===== config.mk =====
export PLATFORM = sky130hd
export DESIGN_NAME = spcr_top
export DESIGN_NICKNAME = d
export VERILOG_FILES = /design/src/spcr_pkg.sv /design/src/spcr_top.sv /design/src/spcr_sync.sv
export SDC_FILE = /design/constraint.sdc
export NUM_CORES = 1
export LEC_CHECK = 0
export BUFFER_PORTS_ARGS = -buffer_cell sky130_fd_sc_hd__buf_4
export CAP_MARGIN = 5
export CELL_PAD_IN_SITES_DETAIL_PLACEMENT = 2
export CELL_PAD_IN_SITES_GLOBAL_PLACEMENT = 2
export CORE_MARGIN = 1
export CORE_UTILIZATION = 40
export CTS_BUF_LIST = sky130_fd_sc_hd__clkbuf_16
export CTS_CLUSTER_SIZE = 40
export DETAILED_ROUTE_END_ITERATION = 12
export GPL_ROUTABILITY_DRIVEN = 0
export PLACE_DENSITY = 0.82
export SETUP_SLACK_MARGIN = 0.5
export SLEW_MARGIN = 20
export SYNTH_ARGS = -nofsm -noshare
export SYNTH_HDL_FRONTEND = slang
export SYNTH_SLANG_ARGS = --single-unit

===== constraint.sdc =====
create_clock -name core_clk -period 6.8 [get_ports core_clk]
set_clock_uncertainty 0.1 [all_clocks]
set_input_delay 0 -clock core_clk [delete_from_list [all_inputs] [get_ports core_clk]]
set_output_delay 0 -clock core_clk [all_outputs]
set_load 0.005 [all_outputs]

===== src/spcr_pkg.sv =====
package spcr_pkg;
  // ---------------------------------------------------------------
  // Register map
  // ---------------------------------------------------------------
  localparam logic [12:0] ADDR_CFG = 13'h0000;
  localparam logic [12:0] ADDR_PRESCALE_A = 13'h0004;
  localparam logic [12:0] ADDR_UPDATE = 13'h005A;

  // ---------------------------------------------------------------
  // Configuration fields and reset values
  // ---------------------------------------------------------------
  localparam int CFG_LONG_BIT = 4;
  localparam int CFG_SOFT_RST_BIT = 5;
  localparam int CFG_LSB_FIRST_BIT = 6;
  localparam int CFG_SDO_OFF_BIT = 7;
  localparam int UPDATE_BIT = 0;
  localparam logic [7:0] CFG_RESET = 8'h10;
  localparam logic [5:0] PRESCALE_A_RESET = 6'h00;

  // ---------------------------------------------------------------
  // Instruction word layout and counts
  // ---------------------------------------------------------------
  localparam int INSTR_RW_BIT = 15;
  localparam int INSTR_LEN_MSB = 14;
  localparam int INSTR_LEN_LSB = 13;
  localparam logic [3:0] INSTR_LAST_BIT = 4'hF;
  localparam logic [3:0] BYTE_LAST_BIT = 4'h7;
  localparam logic [1:0] LEN_STREAM = 2'h3;

  typedef enum logic [1:0] {
    SPCR_IDLE = 2'b00,
    SPCR_INSTR = 2'b01,
    SPCR_DATA = 2'b10,
    SPCR_HOLD = 2'b11
  } spcr_state_t;
endpackage


===== src/spcr_top.sv =====
`timescale 1ns/10ps
module spcr_top (
  input wire logic core_clk,
  input wire logic rst,
  input wire logic ce,
  input wire logic sclk,
  input wire logic cs_n,
  input wire logic sdio_in,
  output logic sdio_out,
  output logic sdio_oe,
  output logic serial_out_pin,
  output logic serial_out_pin_oe,
  output logic [spcr_pkg::CFG_SOFT_RST_BIT:0] prescaler_a_count,
  output logic soft_reset_active
);
  import spcr_pkg::*;

  logic [2:0] raw_in;
  logic [2:0] lvl;
  logic [2:0] rise;
  logic [2:0] fall;

  // ---------------------------------------------------------------
  // Input synchronisers: link clock, select and data pin
  // ---------------------------------------------------------------
  // Select is synchronised active high so that reset reads as deselected
  assign raw_in = {sdio_in, ~cs_n, sclk};
  generate
    for (genvar i = 0; i < 3; i++) begin : g_sync
      spcr_sync u_sync (
        .core_clk(core_clk),
        .rst(rst),
        .ce(ce),
        .async_in(raw_in[i]),
        .level(lvl[i]),
        .rise(rise[i]),
        .fall(fall[i])
      );
    end
  endgenerate

  wire sclk_rise = rise[0];
  wire sclk_fall = fall[0];
  wire sel_n = ~lvl[1];
  wire din = lvl[2];

  spcr_state_t state_ff, nxt_state;
  logic [7:0] cfg_ff;
  logic [5:0] a_buf_ff;
  logic [5:0] a_act_ff;
  logic [15:0] sh_ff, nxt_sh;
  logic [3:0] cnt_ff, nxt_cnt;
  logic [12:0] addr_ff, nxt_addr;
  logic [1:0] left_ff, nxt_left;
  logic rd_ff, nxt_rd;
  logic stream_ff, nxt_stream;
  logic [7:0] tx_ff, nxt_tx;
  logic out_ff;
  logic sdo_oe_ff;
  logic sdio_oe_ff;

  // ---------------------------------------------------------------
  // Decode of bit order, shift and register read data
  // ---------------------------------------------------------------
  wire lsb_first = cfg_ff[CFG_LSB_FIRST_BIT];
  wire sdo_off = cfg_ff[CFG_SDO_OFF_BIT];
  // LSB first enters at the top so the word lands in the same place
  wire [15:0] sh_in = lsb_first ? {din, sh_ff[15:1]}
                                : {sh_ff[14:0], din};
  wire [7:0] rx_byte = lsb_first ? sh_in[15:8] : sh_in[7:0];
  wire instr_done = (state_ff == SPCR_INSTR) && sclk_rise
                    && (cnt_ff == INSTR_LAST_BIT);
  wire byte_done = (state_ff == SPCR_DATA) && sclk_rise
                   && (cnt_ff == BYTE_LAST_BIT);
  wire [12:0] step_addr = lsb_first ? addr_ff + 13'h0001
                                    : addr_ff - 13'h0001;
  wire [12:0] first_addr = sh_in[12:0];
  wire [12:0] rd_addr = instr_done ? first_addr : step_addr;
  wire wr_en = byte_done && !rd_ff;
  wire wr_cfg = wr_en && (addr_ff == ADDR_CFG);
  wire wr_a = wr_en && (addr_ff == ADDR_PRESCALE_A);
  wire wr_upd = wr_en && (addr_ff == ADDR_UPDATE) && rx_byte[UPDATE_BIT];
  wire soft_rst = cfg_ff[CFG_SOFT_RST_BIT];
  wire [7:0] rd_data = (rd_addr == ADDR_CFG) ? cfg_ff :
                       (rd_addr == ADDR_PRESCALE_A) ? {2'b00, a_buf_ff} :
                       8'h00;
  // Current outgoing bit, indexed by bit order
  wire [2:0] bit_idx = lsb_first ? cnt_ff[2:0] : 3'h7 - cnt_ff[2:0];
  wire out_bit = tx_ff[bit_idx];

  // ---------------------------------------------------------------
  // Transfer sequencer
  // ---------------------------------------------------------------
  // Deselect aborts any frame; a partial byte is discarded
  always_comb begin
    nxt_state = state_ff;
    nxt_sh = sh_ff;
    nxt_cnt = cnt_ff;
    nxt_addr = addr_ff;
    nxt_left = left_ff;
    nxt_rd = rd_ff;
    nxt_stream = stream_ff;
    nxt_tx = tx_ff;
    if (sel_n) begin
      nxt_state = SPCR_IDLE;
      nxt_cnt = 4'h0;
    end else begin
      unique case (state_ff)
        SPCR_IDLE: begin
          nxt_state = SPCR_INSTR;
          nxt_cnt = 4'h0;
        end
        SPCR_INSTR: begin
          if (sclk_rise) begin
            nxt_sh = sh_in;
            nxt_cnt = cnt_ff + 4'h1;
          end
          if (instr_done) begin
            nxt_state = SPCR_DATA;
            nxt_cnt = 4'h0;
            nxt_rd = sh_in[INSTR_RW_BIT];
            nxt_left = sh_in[INSTR_LEN_MSB:INSTR_LEN_LSB];
            nxt_stream = (sh_in[INSTR_LEN_MSB:INSTR_LEN_LSB] == LEN_STREAM);
            nxt_addr = first_addr;
            nxt_tx = rd_data;
          end
        end
        SPCR_DATA: begin
          if (sclk_rise) begin
            nxt_sh = sh_in;
            nxt_cnt = cnt_ff + 4'h1;
          end
          if (byte_done) begin
            nxt_cnt = 4'h0;
            nxt_addr = step_addr;
            nxt_tx = rd_data;
            nxt_left = left_ff - 2'h1;
            if (!stream_ff && left_ff == 2'h0) begin
              nxt_state = SPCR_HOLD;
            end
          end
        end
        SPCR_HOLD: begin
          nxt_state = SPCR_HOLD;
        end
      endcase
    end
  end

  always_ff @(posedge core_clk) begin
    if (rst) begin
      state_ff <= SPCR_IDLE;
      sh_ff <= 16'h0000;
      cnt_ff <= 4'h0;
      addr_ff <= 13'h0000;
      left_ff <= 2'h0;
      rd_ff <= 1'b0;
      stream_ff <= 1'b0;
      tx_ff <= 8'h00;
    end else if (ce) begin
      state_ff <= nxt_state;
      sh_ff <= nxt_sh;
      cnt_ff <= nxt_cnt;
      addr_ff <= nxt_addr;
      left_ff <= nxt_left;
      rd_ff <= nxt_rd;
      stream_ff <= nxt_stream;
      tx_ff <= nxt_tx;
    end
  end

  // ---------------------------------------------------------------
  // Register bank
  // ---------------------------------------------------------------
  // Configuration is written directly, never through the update path
  always_ff @(posedge core_clk) begin
    if (rst) begin
      cfg_ff <= CFG_RESET;
    end else if (ce && wr_cfg) begin
      cfg_ff <= {rx_byte[7:5], 1'b1, 4'h0};
    end
  end

  // Soft reset pins the other registers at default while bit 5 is set
  always_ff @(posedge core_clk) begin
    if (rst || (ce && soft_rst)) begin
      a_buf_ff <= PRESCALE_A_RESET;
      a_act_ff <= PRESCALE_A_RESET;
    end else if (ce) begin
      if (wr_a) begin
        a_buf_ff <= rx_byte[5:0];
      end
      if (wr_upd) begin
        a_act_ff <= a_buf_ff;
      end
    end
  end

  // ---------------------------------------------------------------
  // Output data bit, changed on the falling link clock edge; serial output enable follows mode, data pin enable mode and state
  // ---------------------------------------------------------------
  // Host samples on the rising edge, so half a period of setup remains
  always_ff @(posedge core_clk) begin
    if (rst) begin
      out_ff <= 1'b0;
      sdo_oe_ff <= 1'b1;
      sdio_oe_ff <= 1'b0;
    end else if (ce) begin
      if (sclk_fall && state_ff == SPCR_DATA && rd_ff) begin
        out_ff <= out_bit;
      end
      sdo_oe_ff <= !sdo_off;
      sdio_oe_ff <= sdo_off && rd_ff && (state_ff == SPCR_DATA)
                    && !sel_n;
    end
  end

  assign sdio_out = out_ff;
  assign sdio_oe = sdio_oe_ff;
  assign serial_out_pin = out_ff;
  assign serial_out_pin_oe = sdo_oe_ff;
  assign prescaler_a_count = a_act_ff;
  assign soft_reset_active = cfg_ff[CFG_SOFT_RST_BIT];
endmodule


===== src/spcr_sync.sv =====
`timescale 1ns/10ps
module spcr_sync (
  input wire logic core_clk,
  input wire logic rst,
  input wire logic ce,
  input wire logic async_in,
  output logic level,
  output logic rise,
  output logic fall
);
  logic meta_ff;
  logic stable_ff;
  logic last_ff;

  // ---------------------------------------------------------------
  // Two-flop synchroniser plus one history flop for edges
  // ---------------------------------------------------------------
  // Only stable_ff looks at meta_ff; edges come from later stages
  always_ff @(posedge core_clk) begin
    if (rst) begin
      meta_ff <= 1'b0;
      stable_ff <= 1'b0;
      last_ff <= 1'b0;
    end else if (ce) begin
      meta_ff <= async_in;
      stable_ff <= meta_ff;
      last_ff <= stable_ff;
    end
  end

  // Edge pulses last one core cycle
  assign level = stable_ff;
  assign rise = stable_ff & ~last_ff;
  assign fall = ~stable_ff & last_ff;
endmodule


==> summary by stage <==
Floorplanning
For this design the top-level I/O count stands at 17. Once the floorplan was initialized, standard cells occupied 41.84% of the core. The die area is 10780 um^2. The floorplan step set the die width to 103.8 um. The area of the core region is 9910 um^2. The standard-cell row count is 36.

The die is 103.8 um tall.

Critical path
The worst setup path is launched from a flip-flop. The worst setup path is of the flip-flop to flip-flop kind. STA classifies the critical path endpoint as a flip-flop.

Measured in cells, the most critical reg-to-reg path has a length of 10. The capture point of the worst path is tx_ff[6]$_SDFFE_PP0P_. The biggest fanout along the worst timing path is 23. The setup check on the worst reg-to-reg path leaves a slack of 3.28 ns. The worst reg2reg path startpoint is cfg_ff[6]$_SDFFE_PP0P_.

The critical path starts at cfg_ff[6]$_SDFFE_PP0P_. Data on the critical path arrives at its endpoint at 3.66 ns. For the worst setup path, the data required time is 6.94 ns.

In this run the critical register-to-register path is captured at tx_ff[6]$_SDFFE_PP0P_.

Detailed routing
Summed over all layers, the routed wires come to 14300 um. The detailed-route via count is 3924. The post-detailed-route via-to-cell ratio is 5.919. After detailed routing, the average wire length per cell comes to 21.57 um. The initial DRC count is 189. For this run, design rule violations remaining after detail routing come to 0. The first detailed-routing pass took 4 iterations. Once detail routing completed, the nets flagged for antenna violations numbered 0.

STA
Setup repair after global routing left no endpoint under its margin. Dividing the final minimum period by the clock period gives 51.72%. The number of pins with negative max-slew slack in the final report was 0. Measured against its own limit, the worst slew margin works out to 37.73%. For the pin with the worst max-slew slack, the measured transition is 0.9330 ns. The number of endpoints with negative hold slack in the final report is 0. The routed design could run at a clock period as short as 3.517 ns.

The maximum clock rate is 284.3 MHz. The smallest setup slack after layout is 3.283 ns. Summed over all failing endpoints, the final setup total negative slack is 0 ns. The final-layout worst hold slack is 0.02608 ns. The final-report setup violation count is 0.

Global routing
The via count of the first global-routing pass is 4310. The global routing stage identified its most utilized layer as met2. The met1 global-route usage is 33.52%. The largest net degree at the start of global routing is 54.

For this run the aggregate overflow at the end of global routing stands at 0. The combined global-route utilization of all metal layers is 27.48%. The number of antenna violations at the first check in global routing is 0. For this run, global-route usage on met3 was measured as 4.279%. In the global route stage, met2 resource usage came out at 49.43%. The first global-routing pass estimated 23450 um of wire.

Placement
After legalization and detailed placement, the total HPWL measured 9862 um. In this run, placement finished with an instance count of 644. The worst slack after detailed placement is 3.340 ns. The number of I/O port buffers is 16.

Logic synthesis
The synthesized cell area is 4146 um^2. The number of synthesized register bits is 72. The post-synthesis instance total is 523.

The count of synthesis-stage warnings from yosys is 0. Yosys mapped a number of flops with a built-in enable equal to 0. In the synthesized netlist the async set-or-reset flop fraction comes to 0%.

Synthesis produced a netlist with a net count of 546. The adder and majority cell fraction of the synthesized area is 5.311%. Averaged over all synthesized cells, the footprint is 7.928 um^2. The most used flip-flop cell after synthesis is sky130_fd_sc_hd__dfxtp_1. The post-synthesis sequential area ratio is 34.76%. In the synthesized netlist, mux cells make up 7.483% of the area. By area, the combinational part of the netlist is dominated by simple AND/OR/NAND/NOR gates.

The synthesized netlist contains 58 unique library cells. The synthesized netlist devotes 21.06% of its cell area to compound gates. The synthesized netlist devotes 3.168% of its cell area to XOR and XNOR gates. After Yosys synthesis, and, or, nand and nor cells account for 23.96% of the synthesized area.

Power and ir drop
IR analysis of the VDD net gives a maximum drop of 0.1208 mV. The design draws 0.9559 mW. Dividing total power by cell area gives a power density of 203.8 nW/um^2. The cell leakage power is 1.714 nW.

Job
The count of max-cap constraint violations is 0.

Clock tree
The buffer levels on the longest clock path is 2. The clock net in this run drives a total of 72 sinks. CTS built an H-tree with a depth of 3. After clock tree synthesis, the repair step resized 0 gates. The buffer type at the clock tree root is sky130_fd_sc_hd__clkbuf_16. After clock tree synthesis, the clock-pin slew on the worst setup and hold paths is 0.06 ns. The insertion delay of the later-clocked pin in the worst-skew pair is 0.33 ns. TritonCTS built the clock tree. TritonCTS created 9 clock buffers.

Cells and area
The proportion of layout cells with a drive suffix above 1 is 8.491%. The area added between synthesis and finish is 13.13%. The count of cells in the finished layout, fillers not included, comes to 663. The net count of the finished layout is 549.

The antenna diode instance count is 0.

Hold path
In this run the worst hold path is classified as input port to flip-flop.

Run status
The run finished with clean final reports.
[flip-flops by register name, indices dropped and copies added (netlist names)]
name,flops
a_buf_ff,6
addr_ff,13
cfg_ff,3
cnt_ff,4
g_sync.u_sync.last_ff,1
g_sync.u_sync.level,3
g_sync.u_sync.meta_ff,3
left_ff,2
prescaler_a_count,6
rd_ff,1
sdio_oe,1
sdio_out,1
serial_out_pin_oe,1
sh_ff,16
state_ff,2
stream_ff,1
tx_ff,8
[logic make-up after synthesis]
family,Yosys count
buf+inv,45
mux,31
flops,72
simple gates,216
fa+ha+maj,17
compound gates,127
xor+xnor,15
[through the flow]
stage	utilization, %	cell area [um^2]
2_1_floorplan	-	4146
3_3_place_gp	43.80	4340
3_5_place_dp	43.80	4340
4_1_cts	47.34	4691
5_1_grt	47.34	4691
6_report	47.34	4691
[placed cells by master, fill, tap and decap left out, types with 9 or more instances in the layout]
master,count
sky130_fd_sc_hd__mux2i_1,31
sky130_fd_sc_hd__xnor2_1,10
sky130_fd_sc_hd__dfxtp_1,72
sky130_fd_sc_hd__a21oi_1,40
sky130_fd_sc_hd__a211oi_1,22
sky130_fd_sc_hd__nand3_1,12
sky130_fd_sc_hd__o21ai_0,16
sky130_fd_sc_hd__ha_1,16
sky130_fd_sc_hd__nor3_1,18
sky130_fd_sc_hd__clkbuf_16,9
sky130_fd_sc_hd__inv_1,13
sky130_fd_sc_hd__buf_4,20
sky130_fd_sc_hd__nand2_1,57
sky130_fd_sc_hd__nor2_1,86
[power by group]
| group | total [mW] | internal (mW) | switching, mW |
|---|---|---|---|
| clock | 0.504 | 0.318 | 0.186 |
| sequential | 0.427 | 0.424 | 0.00274 |
| combinational | 0.0252 | 0.00884 | 0.0163 |
| total | 0.956 | 0.751 | 0.205 |
[timing repair]
item	CTS	global route
hold buffers	4	0
hold endpoints to repair	3	0
setup buffers	0	0
[cells in the mapped netlist, types with 2 or more instances]
master | n | area share, %
sky130_fd_sc_hd__nor4_1 | 6 | 0.91
sky130_fd_sc_hd__inv_1 | 13 | 1.2
sky130_fd_sc_hd__xnor2_1 | 10 | 2.1
sky130_fd_sc_hd__buf_2 | 3 | 0.36
sky130_fd_sc_hd__o221ai_1 | 2 | 0.42
sky130_fd_sc_hd__nand2b_1 | 5 | 0.75
sky130_fd_sc_hd__nand2_1 | 57 | 5.2
sky130_fd_sc_hd__a21o_1 | 7 | 1.3
sky130_fd_sc_hd__nand3b_1 | 2 | 0.36
sky130_fd_sc_hd__nand4_1 | 2 | 0.30
sky130_fd_sc_hd__nor3_1 | 18 | 2.2
sky130_fd_sc_hd__or3_1 | 2 | 0.30
sky130_fd_sc_hd__nor4b_1 | 3 | 0.63
sky130_fd_sc_hd__nor3b_1 | 4 | 0.72
sky130_fd_sc_hd__buf_1 | 3 | 0.27
sky130_fd_sc_hd__and4b_1 | 2 | 0.48
sky130_fd_sc_hd__a22oi_1 | 2 | 0.36
sky130_fd_sc_hd__a211oi_1 | 22 | 4.0
sky130_fd_sc_hd__ha_1 | 16 | 4.8
sky130_fd_sc_hd__dfxtp_1 | 72 | 35
sky130_fd_sc_hd__o21ai_1 | 7 | 0.84
sky130_fd_sc_hd__nor2_1 | 86 | 7.8
sky130_fd_sc_hd__mux2i_1 | 31 | 7.5
sky130_fd_sc_hd__o31ai_4 | 2 | 1.0
sky130_fd_sc_hd__and3_1 | 6 | 0.91
sky130_fd_sc_hd__a311oi_1 | 7 | 1.5
sky130_fd_sc_hd__a31o_2 | 2 | 0.42
sky130_fd_sc_hd__o21a_1 | 2 | 0.36
sky130_fd_sc_hd__o21ai_0 | 16 | 1.9
sky130_fd_sc_hd__nor2b_1 | 6 | 0.91
sky130_fd_sc_hd__xor2_1 | 5 | 1.1
sky130_fd_sc_hd__clkbuf_1 | 25 | 2.3
sky130_fd_sc_hd__a21boi_0 | 2 | 0.36
sky130_fd_sc_hd__nand3_1 | 12 | 1.4
sky130_fd_sc_hd__a21oi_1 | 40 | 4.8
[routing by layer]
layer / share of wire (%) / vias to the layer above
met1: 42 / 1952
li1: - / 1872
met2: 52 / 75
met5: 0 / -
met3: 4.3 / 25
met4: 1.8 / 0
[worst min-delay path by stage]
stage / slack, ns / from / cells past startpoint / to
2_1_floorplan: 0.00007 / cs_n / 1 / g_sync[1].u_sync.meta_ff$_SDFFE_PP0P_
3_3_place_gp: 0.08 / cs_n / 2 / g_sync[1].u_sync.meta_ff$_SDFFE_PP0P_
3_5_place_dp: 0.09 / cs_n / 2 / g_sync[1].u_sync.meta_ff$_SDFFE_PP0P_
4_1_cts: 0.02 / ce / 3 / g_sync[2].u_sync.meta_ff$_SDFFE_PP0P_
5_1_grt: 0.05 / ce / 3 / g_sync[0].u_sync.meta_ff$_SDFFE_PP0P_
6_report: 0.03 / ce / 3 / g_sync[2].u_sync.meta_ff$_SDFFE_PP0P_
[critical path, stage by stage (launching register included)]
cell and delay [ns]:
sky130_fd_sc_hd__dfxtp_1 0.31, sky130_fd_sc_hd__inv_1 0.67, sky130_fd_sc_hd__ha_1 0.37, sky130_fd_sc_hd__a211oi_1 0.43, sky130_fd_sc_hd__o21ai_0 0.32, sky130_fd_sc_hd__a21o_1 0.24, sky130_fd_sc_hd__a21oi_1 0.18, sky130_fd_sc_hd__xor2_1 0.25
sky130_fd_sc_hd__a31o_2 0.23, sky130_fd_sc_hd__nand3_4 0.13, sky130_fd_sc_hd__o31ai_4 0.19
[area by class of cell]
cell class / instances / area (um^2)
well taps: 133 / 166.4
fillers: 1142 / 5219
multi-input cells: 406 / 2534
clock inverters: 6 / 85.08
inverters: 13 / 48.80
repair buffers: 24 / 190.2
clock buffers: 9 / 225.2
flip-flops and latches: 72 / 1441
(Power assumes the default switching activity.)
